==> src/design/gpb_pkg.sv <==
package gpb_pkg;

	// ********************************
	// Timing
	// ********************************
	localparam int CLK_NS      = 40;
	localparam int T_SETTLE_NS = 2000;
	// Data settle before the valid strobe, rounded up to whole cycles.
	localparam logic [7:0] SETTLE_CYC = 8'((T_SETTLE_NS + CLK_NS - 1) / CLK_NS);

	// ********************************
	// Command bytes, low seven bits
	// ********************************
	localparam logic [6:0] LAG_BASE = 7'h20;
	localparam logic [6:0] TAG_BASE = 7'h40;
	localparam logic [6:0] CMD_UNL  = 7'h3F;
	localparam logic [6:0] CMD_UNT  = 7'h5F;
	localparam logic [6:0] CMD_GTL  = 7'h01;
	localparam logic [6:0] CMD_SDC  = 7'h04;
	localparam logic [6:0] CMD_PPC  = 7'h05;
	localparam logic [6:0] CMD_GET  = 7'h08;
	localparam logic [6:0] CMD_DCL  = 7'h14;
	localparam logic [6:0] CMD_PPU  = 7'h15;
	localparam logic [6:0] CMD_SPE  = 7'h18;
	localparam logic [6:0] CMD_SPD  = 7'h19;
	localparam int         RSV_BIT  = 6;

	// ********************************
	// Pin bundles
	// ********************************
	typedef struct packed {
		logic       atn;
		logic       ifc;
		logic       ren;
		logic       eoi;
		logic       dav;
		logic       nrfd;
		logic       ndac;
		logic [7:0] dio;
	} gpb_bus_in_t;

	typedef struct packed {
		logic       srq;
		logic       eoi;
		logic       dav;
		logic       nrfd;
		logic       ndac;
		logic [7:0] dio;
	} gpb_drv_t;

	localparam gpb_drv_t  OE_N_RST  = 13'h1FFF;
	localparam gpb_drv_t  LVL_RST   = 13'h0000;
	localparam logic [7:0] BYTE_RST = 8'h00;

	// ********************************
	// Handshake states
	// ********************************
	typedef enum logic [1:0] {A_OFF, A_NOT, A_RDY, A_ACC} gpb_ah_t;
	typedef enum logic [1:0] {S_IDLE, S_SET, S_DAV} gpb_sh_t;

endpackage

==> src/design/gpb_dev.sv <==
`timescale 1ns/10ps

module gpb_dev (
	// Clock and reset
	input  wire logic                 mclk,
	input  wire logic                 rst,
	// Bus lines at wire level, low is true
	input  wire gpb_pkg::gpb_bus_in_t bus_in,
	output gpb_pkg::gpb_drv_t         pin_lvl_ff,
	output gpb_pkg::gpb_drv_t         pin_oe_n_ff,
	// Device settings
	input  wire logic [4:0]           prim_addr,
	input  wire logic                 talk_only,
	// Received data
	output logic [7:0]                rx_data_ff,
	output logic                      rx_valid_ff,
	output logic                      rx_end_ff,
	// Data to send
	input  wire logic [7:0]           tx_data,
	input  wire logic                 tx_end,
	input  wire logic                 tx_valid,
	output logic                      tx_ready_ff,
	// Status and events
	input  wire logic [7:0]           status,
	input  wire logic                 rqs_set,
	output logic                      rsv_ff,
	output logic                      listener_ff,
	output logic                      talker_ff,
	output logic                      remote_ff,
	output logic                      spoll_ff,
	output logic                      dev_clear_ff,
	output logic                      trigger_ff
);

	// ********************************
	// Input synchronisers
	// ********************************
	gpb_pkg::gpb_bus_in_t sync1_ff;
	gpb_pkg::gpb_bus_in_t sync2_ff;
	gpb_pkg::gpb_bus_in_t bus;

	always_ff @(posedge mclk) begin
		if (rst) begin
			sync1_ff <= '1;
			sync2_ff <= '1;
		end else begin
			sync1_ff <= bus_in;
			sync2_ff <= sync1_ff;
		end
	end

	// Lines are active low on the wire; internally true is high.
	assign bus = ~sync2_ff;

	// ********************************
	// Decode
	// ********************************
	gpb_pkg::gpb_ah_t ah_st_ff;
	gpb_pkg::gpb_sh_t sh_st_ff;
	logic [6:0]       cmd;
	logic [6:0]       my_la;
	logic [6:0]       my_ta;
	logic             take_ev;
	logic             cmd_ev;
	logic             data_ev;
	logic             sh_act;
	logic             tx_take;
	logic             sh_done;

	assign my_la   = gpb_pkg::LAG_BASE | {2'b00, prim_addr};
	assign my_ta   = gpb_pkg::TAG_BASE | {2'b00, prim_addr};
	assign cmd     = bus.dio[6:0];
	assign take_ev = (ah_st_ff == gpb_pkg::A_RDY) && bus.dav;
	assign cmd_ev  = take_ev && bus.atn;
	assign data_ev = take_ev && !bus.atn && listener_ff;
	assign sh_act  = talker_ff && !bus.atn && !bus.ifc;
	assign tx_take = sh_act && tx_valid && tx_ready_ff;
	assign sh_done = (sh_st_ff == gpb_pkg::S_DAV) && !bus.ndac;

	// ********************************
	// Addressing
	// ********************************
	always_ff @(posedge mclk) begin
		if (rst) begin
			listener_ff <= 1'b0;
			talker_ff   <= 1'b0;
			spoll_ff    <= 1'b0;
		end else if (bus.ifc) begin
			listener_ff <= 1'b0;
			talker_ff   <= 1'b0;
			spoll_ff    <= 1'b0;
		end else begin
			if (cmd_ev) begin
				if (cmd == gpb_pkg::CMD_UNL) begin
					listener_ff <= 1'b0;
				end else if (cmd == my_la) begin
					listener_ff <= 1'b1;
					talker_ff   <= 1'b0;
				end else if (cmd == gpb_pkg::CMD_UNT) begin
					talker_ff <= 1'b0;
				end else if (cmd == my_ta) begin
					talker_ff   <= 1'b1;
					listener_ff <= 1'b0;
				end else if (cmd[6:5] == 2'b10) begin
					talker_ff <= 1'b0;
				end
				if (cmd == gpb_pkg::CMD_SPE) begin
					spoll_ff <= 1'b1;
				end else if (cmd == gpb_pkg::CMD_SPD) begin
					spoll_ff <= 1'b0;
				end
			end
			if (talk_only) begin
				talker_ff <= 1'b1;
			end
		end
	end

	// ********************************
	// Addressed and universal events
	// ********************************
	always_ff @(posedge mclk) begin
		if (rst) begin
			dev_clear_ff <= 1'b0;
			trigger_ff   <= 1'b0;
		end else begin
			dev_clear_ff <= cmd_ev && ((cmd == gpb_pkg::CMD_DCL)
				|| (cmd == gpb_pkg::CMD_SDC && listener_ff));
			trigger_ff   <= cmd_ev && (cmd == gpb_pkg::CMD_GET) && listener_ff;
		end
	end

	always_ff @(posedge mclk) begin
		if (rst) begin
			remote_ff <= 1'b0;
		end else if (!bus.ren) begin
			remote_ff <= 1'b0;
		end else if (cmd_ev && cmd == my_la) begin
			remote_ff <= 1'b1;
		end else if (cmd_ev && cmd == gpb_pkg::CMD_GTL && listener_ff) begin
			remote_ff <= 1'b0;
		end
	end

	always_ff @(posedge mclk) begin
		if (rst) begin
			rx_data_ff  <= gpb_pkg::BYTE_RST;
			rx_valid_ff <= 1'b0;
			rx_end_ff   <= 1'b0;
		end else begin
			rx_valid_ff <= data_ev;
			if (data_ev) begin
				rx_data_ff <= bus.dio;
				rx_end_ff  <= bus.eoi;
			end
		end
	end

	// ********************************
	// Acceptor handshake
	// ********************************
	// acceptor sequence
	always_ff @(posedge mclk) begin
		if (rst) begin
			ah_st_ff <= gpb_pkg::A_OFF;
		end else if (!(bus.atn || listener_ff) || bus.ifc) begin
			ah_st_ff <= gpb_pkg::A_OFF;
		end else begin
			case (ah_st_ff)
				gpb_pkg::A_OFF: ah_st_ff <= gpb_pkg::A_NOT;
				gpb_pkg::A_NOT: ah_st_ff <= gpb_pkg::A_RDY;
				gpb_pkg::A_RDY: if (bus.dav) begin
					ah_st_ff <= gpb_pkg::A_ACC;
				end
				gpb_pkg::A_ACC: if (!bus.dav) begin
					ah_st_ff <= gpb_pkg::A_NOT;
				end
				default: ah_st_ff <= gpb_pkg::A_OFF;
			endcase
		end
	end

	// ********************************
	// Source handshake
	// ********************************
	logic [7:0] tx_byte_ff;
	logic       tx_eoi_ff;
	logic [7:0] settle_ff;

	always_ff @(posedge mclk) begin
		if (rst || !sh_act) begin
			sh_st_ff   <= gpb_pkg::S_IDLE;
			tx_byte_ff <= gpb_pkg::BYTE_RST;
			tx_eoi_ff  <= 1'b0;
			settle_ff  <= gpb_pkg::SETTLE_CYC;
		end else begin
			case (sh_st_ff)
				gpb_pkg::S_IDLE: begin
					settle_ff <= gpb_pkg::SETTLE_CYC;
					if (spoll_ff) begin
						tx_byte_ff <= {status[7], rsv_ff, status[5:0]};
						tx_eoi_ff  <= 1'b0;
						sh_st_ff   <= gpb_pkg::S_SET;
					end else if (tx_take) begin
						tx_byte_ff <= tx_data;
						tx_eoi_ff  <= tx_end;
						sh_st_ff   <= gpb_pkg::S_SET;
					end
				end
				gpb_pkg::S_SET: begin
					if (settle_ff != 8'h00) begin
						settle_ff <= settle_ff - 8'h01;
					end else if (!bus.nrfd) begin
						sh_st_ff <= gpb_pkg::S_DAV;
					end
				end
				gpb_pkg::S_DAV: if (!bus.ndac) begin
					sh_st_ff <= gpb_pkg::S_IDLE;
				end
				default: sh_st_ff <= gpb_pkg::S_IDLE;
			endcase
		end
	end

	// The user byte is offered only while idle, so no byte is ever overwritten.
	always_ff @(posedge mclk) begin
		if (rst) begin
			tx_ready_ff <= 1'b0;
		end else begin
			tx_ready_ff <= sh_act && !spoll_ff && !tx_take
				&& (sh_st_ff == gpb_pkg::S_IDLE);
		end
	end

	// request service, set wins over clear
	always_ff @(posedge mclk) begin
		if (rst) begin
			rsv_ff <= 1'b0;
		end else if (rqs_set) begin
			rsv_ff <= 1'b1;
		end else if (sh_done && spoll_ff && tx_byte_ff[gpb_pkg::RSV_BIT]) begin
			rsv_ff <= 1'b0;
		end
	end

	// ********************************
	// Pin drivers
	// ********************************
	// Open-drain: the level is always low and only the enables move.
	always_ff @(posedge mclk) begin
		if (rst) begin
			pin_lvl_ff  <= gpb_pkg::LVL_RST;
			pin_oe_n_ff <= gpb_pkg::OE_N_RST;
		end else begin
			pin_lvl_ff       <= gpb_pkg::LVL_RST;
			pin_oe_n_ff.srq  <= ~rsv_ff;
			pin_oe_n_ff.dav  <= ~(sh_st_ff == gpb_pkg::S_DAV);
			pin_oe_n_ff.eoi  <= ~((sh_st_ff != gpb_pkg::S_IDLE) && tx_eoi_ff);
			pin_oe_n_ff.dio  <= (sh_st_ff != gpb_pkg::S_IDLE) ? ~tx_byte_ff : 8'hFF;
			pin_oe_n_ff.nrfd <= ~(ah_st_ff == gpb_pkg::A_NOT || ah_st_ff == gpb_pkg::A_ACC);
			pin_oe_n_ff.ndac <= ~(ah_st_ff == gpb_pkg::A_NOT || ah_st_ff == gpb_pkg::A_RDY);
		end
	end
endmodule

==> config.mk <==
export PLATFORM = sky130hd
export DESIGN_NAME = gpb_dev
export DESIGN_NICKNAME = d
export VERILOG_FILES = /design/src/design/gpb_pkg.sv /design/src/design/gpb_dev.sv
export SDC_FILE = /design/constraint.sdc
export NUM_CORES = 1
export LEC_CHECK = 0
export BUFFER_PORTS_ARGS = -buffer_cell sky130_fd_sc_hd__buf_2
export CORE_ASPECT_RATIO = 1.4
export CORE_MARGIN = 8
export CORE_UTILIZATION = 25
export CTS_CLUSTER_DIAMETER = 200
export DETAILED_ROUTE_END_ITERATION = 8
export PLACE_DENSITY = 0.45
export SLEW_MARGIN = 5
export SYNTH_ARGS = -nofsm -noshare
export SYNTH_HDL_FRONTEND = slang
export SYNTH_SLANG_ARGS = --single-unit
==> constraint.sdc <==
create_clock -name mclk -period 4.7 [get_ports mclk]
set_clock_uncertainty 0.1 [all_clocks]
set_input_delay 0.235 -clock mclk [delete_from_list [all_inputs] [get_ports mclk]]
set_output_delay 0.235 -clock mclk [all_outputs]
set_load 0.02 [all_outputs]
==> results.md, run 1 <==
* H-tree levels at 3
* Leak at around 1.6 nW
* Unrepaired setup endpoints after global routing: false
* TritonRoute pass-1 iters at 4
* Slew Limit Fails at 0
* Ranking of synthesized cells by area: dfxtp_1 52%, or2_2 6.1%, a211oi_1 5.2%
* Crit-path cells: nand4b_1, or3_1, mux2i_1
* Clock transition at path regs at roughly 0.06 ns
* CP Max Fanout at 18
* Multi-input gate area at 1380 um2
* RR Startpoint: sync2_ff[13]
* Gr usage total at about a tenth
* Grt peak-use layer: met2
* Yosys reg bits at between 80 and 90
* Final Util at between 30% and 40%
* Initial core utilization at between 20 and 30%
* Most frequent cells in the layout: 82 x dfxtp_1, 71 x buf_2, 31 x or2_2
* CTS buffer count at 9
* FF-to-FF path depth at 3
* R2r setup slk at ~2.7 ns
* Core outline area at around 12000 um2
* Net Sw Frac at a little over 20%
* Largest net degree at the start of global routing at between 50 and 60
* Share of layout cells above drive strength 1 at 30.4%
* Met3 Use GR at 3.66%
* Mean Syn Cell Area at between 10 and 15 um2
* DRC errors left at 0
* Combinational fraction of design power at under 10%
* Hold Path End: tx_eoi_ff
* Synth Flop Type: dfxtp_1
* Register area share after synthesis at between 50% and 60%
* Placed Cells at 523
* WL/cell at 13.7 um
* Die W at ~110 um
* # fillers at around 1300
* Fin Setup TNS at 0 ns
* Internal at roughly 1.3 mW
* Clock buffer depth at 2
* Final WS setup at about 2.7 ns
* Placed cell area at 3610 um2
* Fmax at 491 MHz
* Gr ovfl total at 0
* Slew Limit Headroom at about 44%
* Vias at 2454
* Total power at 1.62 mW
* Arr. time, crit path at 2.20 ns
* Clock power share at about half
* DRT antenna net count at 0
* Vias in the first global route at about 2600
* Layout Cells excl Fill at 555
* P_sw at 0.334 mW
* Worst reg2reg path endpoint: settle_ff[7]
* HP Start: tx_end
* Routability Congestion at 0.800
* CP startpoint: sync2_ff[13]
* Period utilization at 43.3%
* Syn-to-layout area delta at 29.9%
* Register area at about 1600 um2
* Post-layout nets at approximately 450
* Fin. Hold Viols at 0
* YS warnings at 0
* Port Buffer Count at between 70 and 80
* Pwr dens at roughly 400 nW/um2
* Critical Path Sink Type: register
* Root Driver: clkbuf_16
* Global-route wire length before repair at approximately 13000 um
* EDFF count, synth at 0
* Die area at approximately 17000 um2
* Status: complete, no violations
* Maximum resistive drop on vdd at 0.000276 V
* Clock latency on the worst-skew pair at about 0.33 ns
* Worst Path Buf+Inv at 0
* Startpoint types: register
* Clock sinks at roughly 80
* DR vias/cell at between 4 and 5
* Synth top area share at 51.7%
* Top Ports at 86
* CTS tree: done
* Row cnt at 48
* Largest delay share family, worst path: simple AND/OR/NAND/NOR gates
* Synthesized cell area at about 3200 um2
* CP peak stage delay at 0.70 ns
* Critical Path RT at roughly 4.9 ns
* Crit Path Class: reg2reg
* HP Class: in2reg
* Max_cap viols at 0
* Worst-Margin Slew at between 0.8 and 0.9 ns
* Critical Path Stages at 3
* Final wirelength at 7610 um
* Initial antenna violation count at 0
* Final min period at between 2 and 2.5 ns
* Final Setup Violations at 0
* Seq pwr share at 44.4%
* Met2 Use GR at approximately 16%
* Antenna diode count at 0
* Die height at 149 um
* Met1 global-route usage at approximately a tenth
* Ys async rst share at 0%
* Fin area at between 4000 and 5000 um2
* Critical-path top delay cell: nand4b_1
* Setup slack at placement at around 2.3 ns
* DR iter-0 viols at 54
* Unique masters post-synth at 49
* WHS Path Cells at 3
* Yosys top cell by area: dfxtp_1
* Final HPWL DP at around 5500 um
* Gate Count Post-Synth at about 320
* Total setup buffers inserted after CTS at 0
* Post-CTS Resized at 0
* Hold_ws at approximately 0.08 ns
* Commonest non-fill, non-tap cell in the layout: dfxtp_1
==> logic make-up (layout without fill, tap and decap cells) <==
group	count (synthesis)	in the layout	synth area share, %
AND/OR/NAND/NOR	118	118	22.0
flip-flops	82	82	51.7
AO/OA/AOI/OAI	52	52	11.5
buffers and inverters	36	113	6.11
multiplexers	12	12	3.79
XOR/XNOR	10	10	2.76
adder cells (fa/ha/maj)	5	5	1.97
other	1	13	0.118
==> what timing repair did <==
item	CTS	global route
endpoints found under the setup margin	0	0
endpoints found under the hold margin	16	0
hold buffers	16	0
==> power groups by stage <==
stage | Sequential [mW] | Combinational, mW | Clock (mW)
finish | 0.719 | 0.0810 | 0.821
global route | 0.721 | 0.0891 | 0.881
floorplan | 0.735 | 0.0509 | 0
CTS | 0.720 | 0.0820 | 0.849
detailed placement | 0.735 | 0.0717 | 0
global placement | 0.735 | 0.0710 | 0
==> layer usage <==
layer	share of wire [%]	wire [um]
met5	0	0
met3	6.2	472
met2	50	3810
met4	1.6	122
met1	42	3200
==> Yosys cell counts, drive strengths merged (2+ instances only) <==
cell type and number:
dfxtp 82, or2 32, a211oi 22, nor2 19, buf 17, a21oi 15, nand2 14, mux2i 12
clkbuf 11, inv 8, xnor2 8, nand2b 7, nor4 7, nor3 6, ha 5, nand3 5
nand3b 4, and3 3, nand4 3, nor2b 3, nor3b 3, or3 3, a2111oi 2, a21o 2
a41oi 2, and2 2, nand4b 2, xor2 2
==> tightest hold or removal path: cells and delay by family <==
| kind | cells | cell delay (ns) |
|---|---|---|
| buf+inv | 1 | 0.10 |
| simple gates | 1 | 0.07 |
| compound gates | 1 | 0.06 |
==> registers in the layout (all words and copies together), names as in the netlist <==
register,flops
sync1_ff,15
sync2_ff,15
pin_oe_n_ff,13
rx_data_ff,8
settle_ff,8
tx_byte_ff,8
ah_st_ff,2
sh_st_ff,2
dev_clear_ff,1
listener_ff,1
remote_ff,1
rsv_ff,1
rx_end_ff,1
rx_valid_ff,1
spoll_ff,1
talker_ff,1
trigger_ff,1
tx_eoi_ff,1
tx_ready_ff,1
==> how the worst max path moves through the flow <==
| stage | to | slack (ns) |
|---|---|---|
| 6_report | settle_ff[7] | 2.66 |
| 5_1_grt | settle_ff[7] | 2.46 |
| 4_1_cts | settle_ff[7] | 2.60 |
| 3_5_place_dp | settle_ff[7] | 2.33 |
| 3_3_place_gp | settle_ff[7] | 2.37 |
| 2_1_floorplan | settle_ff[7] | 3.06 |
==> layout make-up <==
type / count / area share, %
clock buffers: 11 / 5.89
clock inverters: 5 / 2.61
inverters: 8 / 0.728
multi-input cells: 210 / 33.5
flip-flops and latches: 82 / 39.8
well taps: 150 / 4.55
repair buffers: 89 / 12.9
No activity file was read; power rests on OpenSTA's default activity.
==> run 2: changes to the inputs <==
Clock period 4.7 ns to 2.05 ns, I/O delays scaled along.
==> results.md, run 2 (synthesized netlist as in run 1, its figures left out) <==
* Root Driver: clkbuf_16
* Unrepaired setup endpoints after global routing: false
* Top Ports at 86 (unchanged)
* Die area at 16600 um2 (unchanged)
* Initial antenna violation count at 0 (unchanged)
* Vias in the first global route at 2572 (+0.31%)
* Commonest non-fill, non-tap cell in the layout: dfxtp_1
* Critical Path RT at 2.21 ns (-2.66 ns)
* Net Sw Frac at 22.5% (+1.8 points)
* Crit-path cells: inv_1, ha_1, and4bb_1, a21o_1, nor4_1, mux2i_1
* CP Max Fanout at 5 (-13)
* Largest regs: sync1_ff (15), sync2_ff (15), pin_oe_n_ff (13)
* P_sw at 0.738 mW (+120%)
* Routability Congestion at 0.800 (about the same)
* CP startpoint: settle_ff[0]
* Combinational fraction of design power at 5.9% (+0.9 points)
* Critical Path Sink Type: register
* Arr. time, crit path at 1.95 ns (-0.25 ns)
* Seq pwr share at 50.2% (+5.8 points)
* Fmax at 556 MHz (+13%)
* Period utilization at 87.7% (+44 points)
* Max_cap viols at 0 (unchanged)
* Status: complete, no violations
* Syn-to-layout area delta at 29.7%
* Antenna diode count at 0 (unchanged)
* Worst-Margin Slew at 0.603 ns (-0.228 ns)
* DR iter-0 viols at 56 (+3.7%)
* # fillers at 1306 (+0.31%)
* Clock sinks at 82 (unchanged)
* Post-layout nets at 457 (+2.2%)
* Worst reg2reg path endpoint: settle_ff[7]
* Hold_ws at 0.0271 ns (-0.0508 ns)
* Met2 Use GR at 15.9% (-0.059 points)
* Pwr dens at 798 nW/um2 (+100%)
* Final HPWL DP at 5720 um (+3.3%)
* CP peak stage delay at 0.32 ns (-0.38 ns)
* TritonRoute pass-1 iters at 4 (unchanged)
* Leak at 1.62 nW (+0.24%)
* Critical-path top delay cell: dfxtp_1
* Final min period at 1.80 ns (-0.240 ns)
* RR Startpoint: settle_ff[0]
* Met3 Use GR at 3.34% (-0.32 points)
* Clock latency on the worst-skew pair at 0.33 ns (about the same)
* Largest net degree at the start of global routing at 25 (-53%)
* Gr usage total at 9.34% (+0.039 points)
* Fin. Hold Viols at 0 (unchanged)
* Slew Limit Fails at 0 (unchanged)
* Clock transition at path regs at 0.06 ns (about the same)
* Slew Limit Headroom at 59.6% (+15 points)
* DRC errors left at 0 (unchanged)
* Grt peak-use layer: met2
* Die height at 149 um (unchanged)
* Share of layout cells above drive strength 1 at 31.1% (+0.71 points)
* Fin Setup TNS at 0 ns (unchanged)
* Final Setup Violations at 0 (unchanged)
* FF-to-FF path depth at 6 (+3)
* Die W at 111 um (unchanged)
* Gr ovfl total at 0 (unchanged)
* Port Buffer Count at 71 (unchanged)
* Most frequent cells in the layout: 82 x dfxtp_1, 71 x buf_2, 31 x or2_2
* HP Class: in2reg
* DRT antenna net count at 0 (unchanged)
* HP Start: tx_data[3]
* Startpoint types: register
* Core outline area at 12400 um2 (unchanged)
* Internal at 2.55 mW (+98%)
* CP endpoint: settle_ff[7]
* Post-CTS Resized at 0 (unchanged)
* H-tree levels at 3 (unchanged)
* DR vias/cell at 4.35 (-1.5%)
* Met1 global-route usage at 9.93% (+0.088 points)
* Vias at 2460 (+0.24%)
* Initial core utilization at 25.6% (unchanged)
* CTS tree: done
* WL/cell at 13.6 um (-0.67%)
* Global-route wire length before repair at 12600 um (+0.27%)
* Final wirelength at 7690 um (+1.1%)
* CTS buffer count at 9 (unchanged)
* Maximum resistive drop on vdd at 0.000355 V (+28%)
* Clock power share at 43.9% (-6.7 points)
* Crit Path Class: reg2reg
* Row cnt at 48 (unchanged)
* Clock buffer depth at 2 (unchanged)
* R2r setup slk at 0.25 ns (-2.41 ns)
-- run 2: cell count changes in the layout (fill, tap and decap cells not counted) --
cell           delta
inv_6             -1
clkbuf_8          -1
dlygate4sd3_1     +2
clkbuf_1          +2
clkinvlp_4        +1
clkinv_2          +2
buf_4             +8
bufinv_16         -3
-- run 2: through the flow --
stage / cells / total power [mW] / setup slack [ns] / area [um2] / utilization [%]
4_1_cts: 565 / 3.34 / 0.248 / 4120 / 33.3
6_report: 565 / 3.28 / 0.252 / 4120 / 33.3
5_1_grt: 565 / 3.43 / 0.0654 / 4120 / 33.3
3_3_place_gp: 531 / 1.85 / 0.305 / 3670 / 29.7
2_1_floorplan: 328 / 1.80 / 0.408 / 3220 / -
3_5_place_dp: 531 / 1.85 / 0.287 / 3670 / 29.7
-- run 2: layout make-up --
cell class	instances	area (um2)	share of cell area [%]
sequential	82	1640	39.9
clock inverter	4	26.3	0.638
timing repair buffer	99	611	14.8
inverter	8	30.0	0.730
tap	150	188	4.56
multi-input combinational	210	1380	33.6
clock buffer	12	236	5.75
-- run 2: worst max-delay path: cells and delay by family (launching register included) --
family / cells / cell delay (ns)
fa+ha+maj: 1 / 0.21
flops: 1 / 0.32
simple gates: 2 / 0.55
mux: 1 / 0.22
compound gates: 1 / 0.25
buf+inv: 1 / 0.09
-- run 2: worst min path at each step --
stage	end	slack [ns]	cells after the start
3_5_place_dp	sync1_ff[2]	0.19	2
4_1_cts	tx_byte_ff[3]	0.02	3
2_1_floorplan	sync1_ff[0]	0.11	1
6_report	tx_byte_ff[3]	0.03	3
5_1_grt	tx_byte_ff[3]	0.04	3
3_3_place_gp	sync1_ff[12]	0.19	2
-- run 2: timing repair --
item / in CTS / in global routing
endpoints found under the hold margin: 18 / 0
setup buffers: 0 / 0
hold buffers: 18 / 0
-- run 2: power by group through the flow --
stage	Sequential [mW]	Clock (mW)	Combinational (mW)
2_1_floorplan	1.68	0	0.117
3_3_place_gp	1.68	0	0.169
3_5_place_dp	1.68	0	0.170
4_1_cts	1.65	1.50	0.197
5_1_grt	1.65	1.57	0.213
6_report	1.65	1.44	0.195
-- run 2: routing by layer --
| layer | wire length, um | part of all wire [%] |
|---|---|---|
| met5 | 0 | 0 |
| met4 | 167 | 2.2 |
| met3 | 441 | 5.7 |
| met2 | 3800 | 49 |
| met1 | 3280 | 43 |
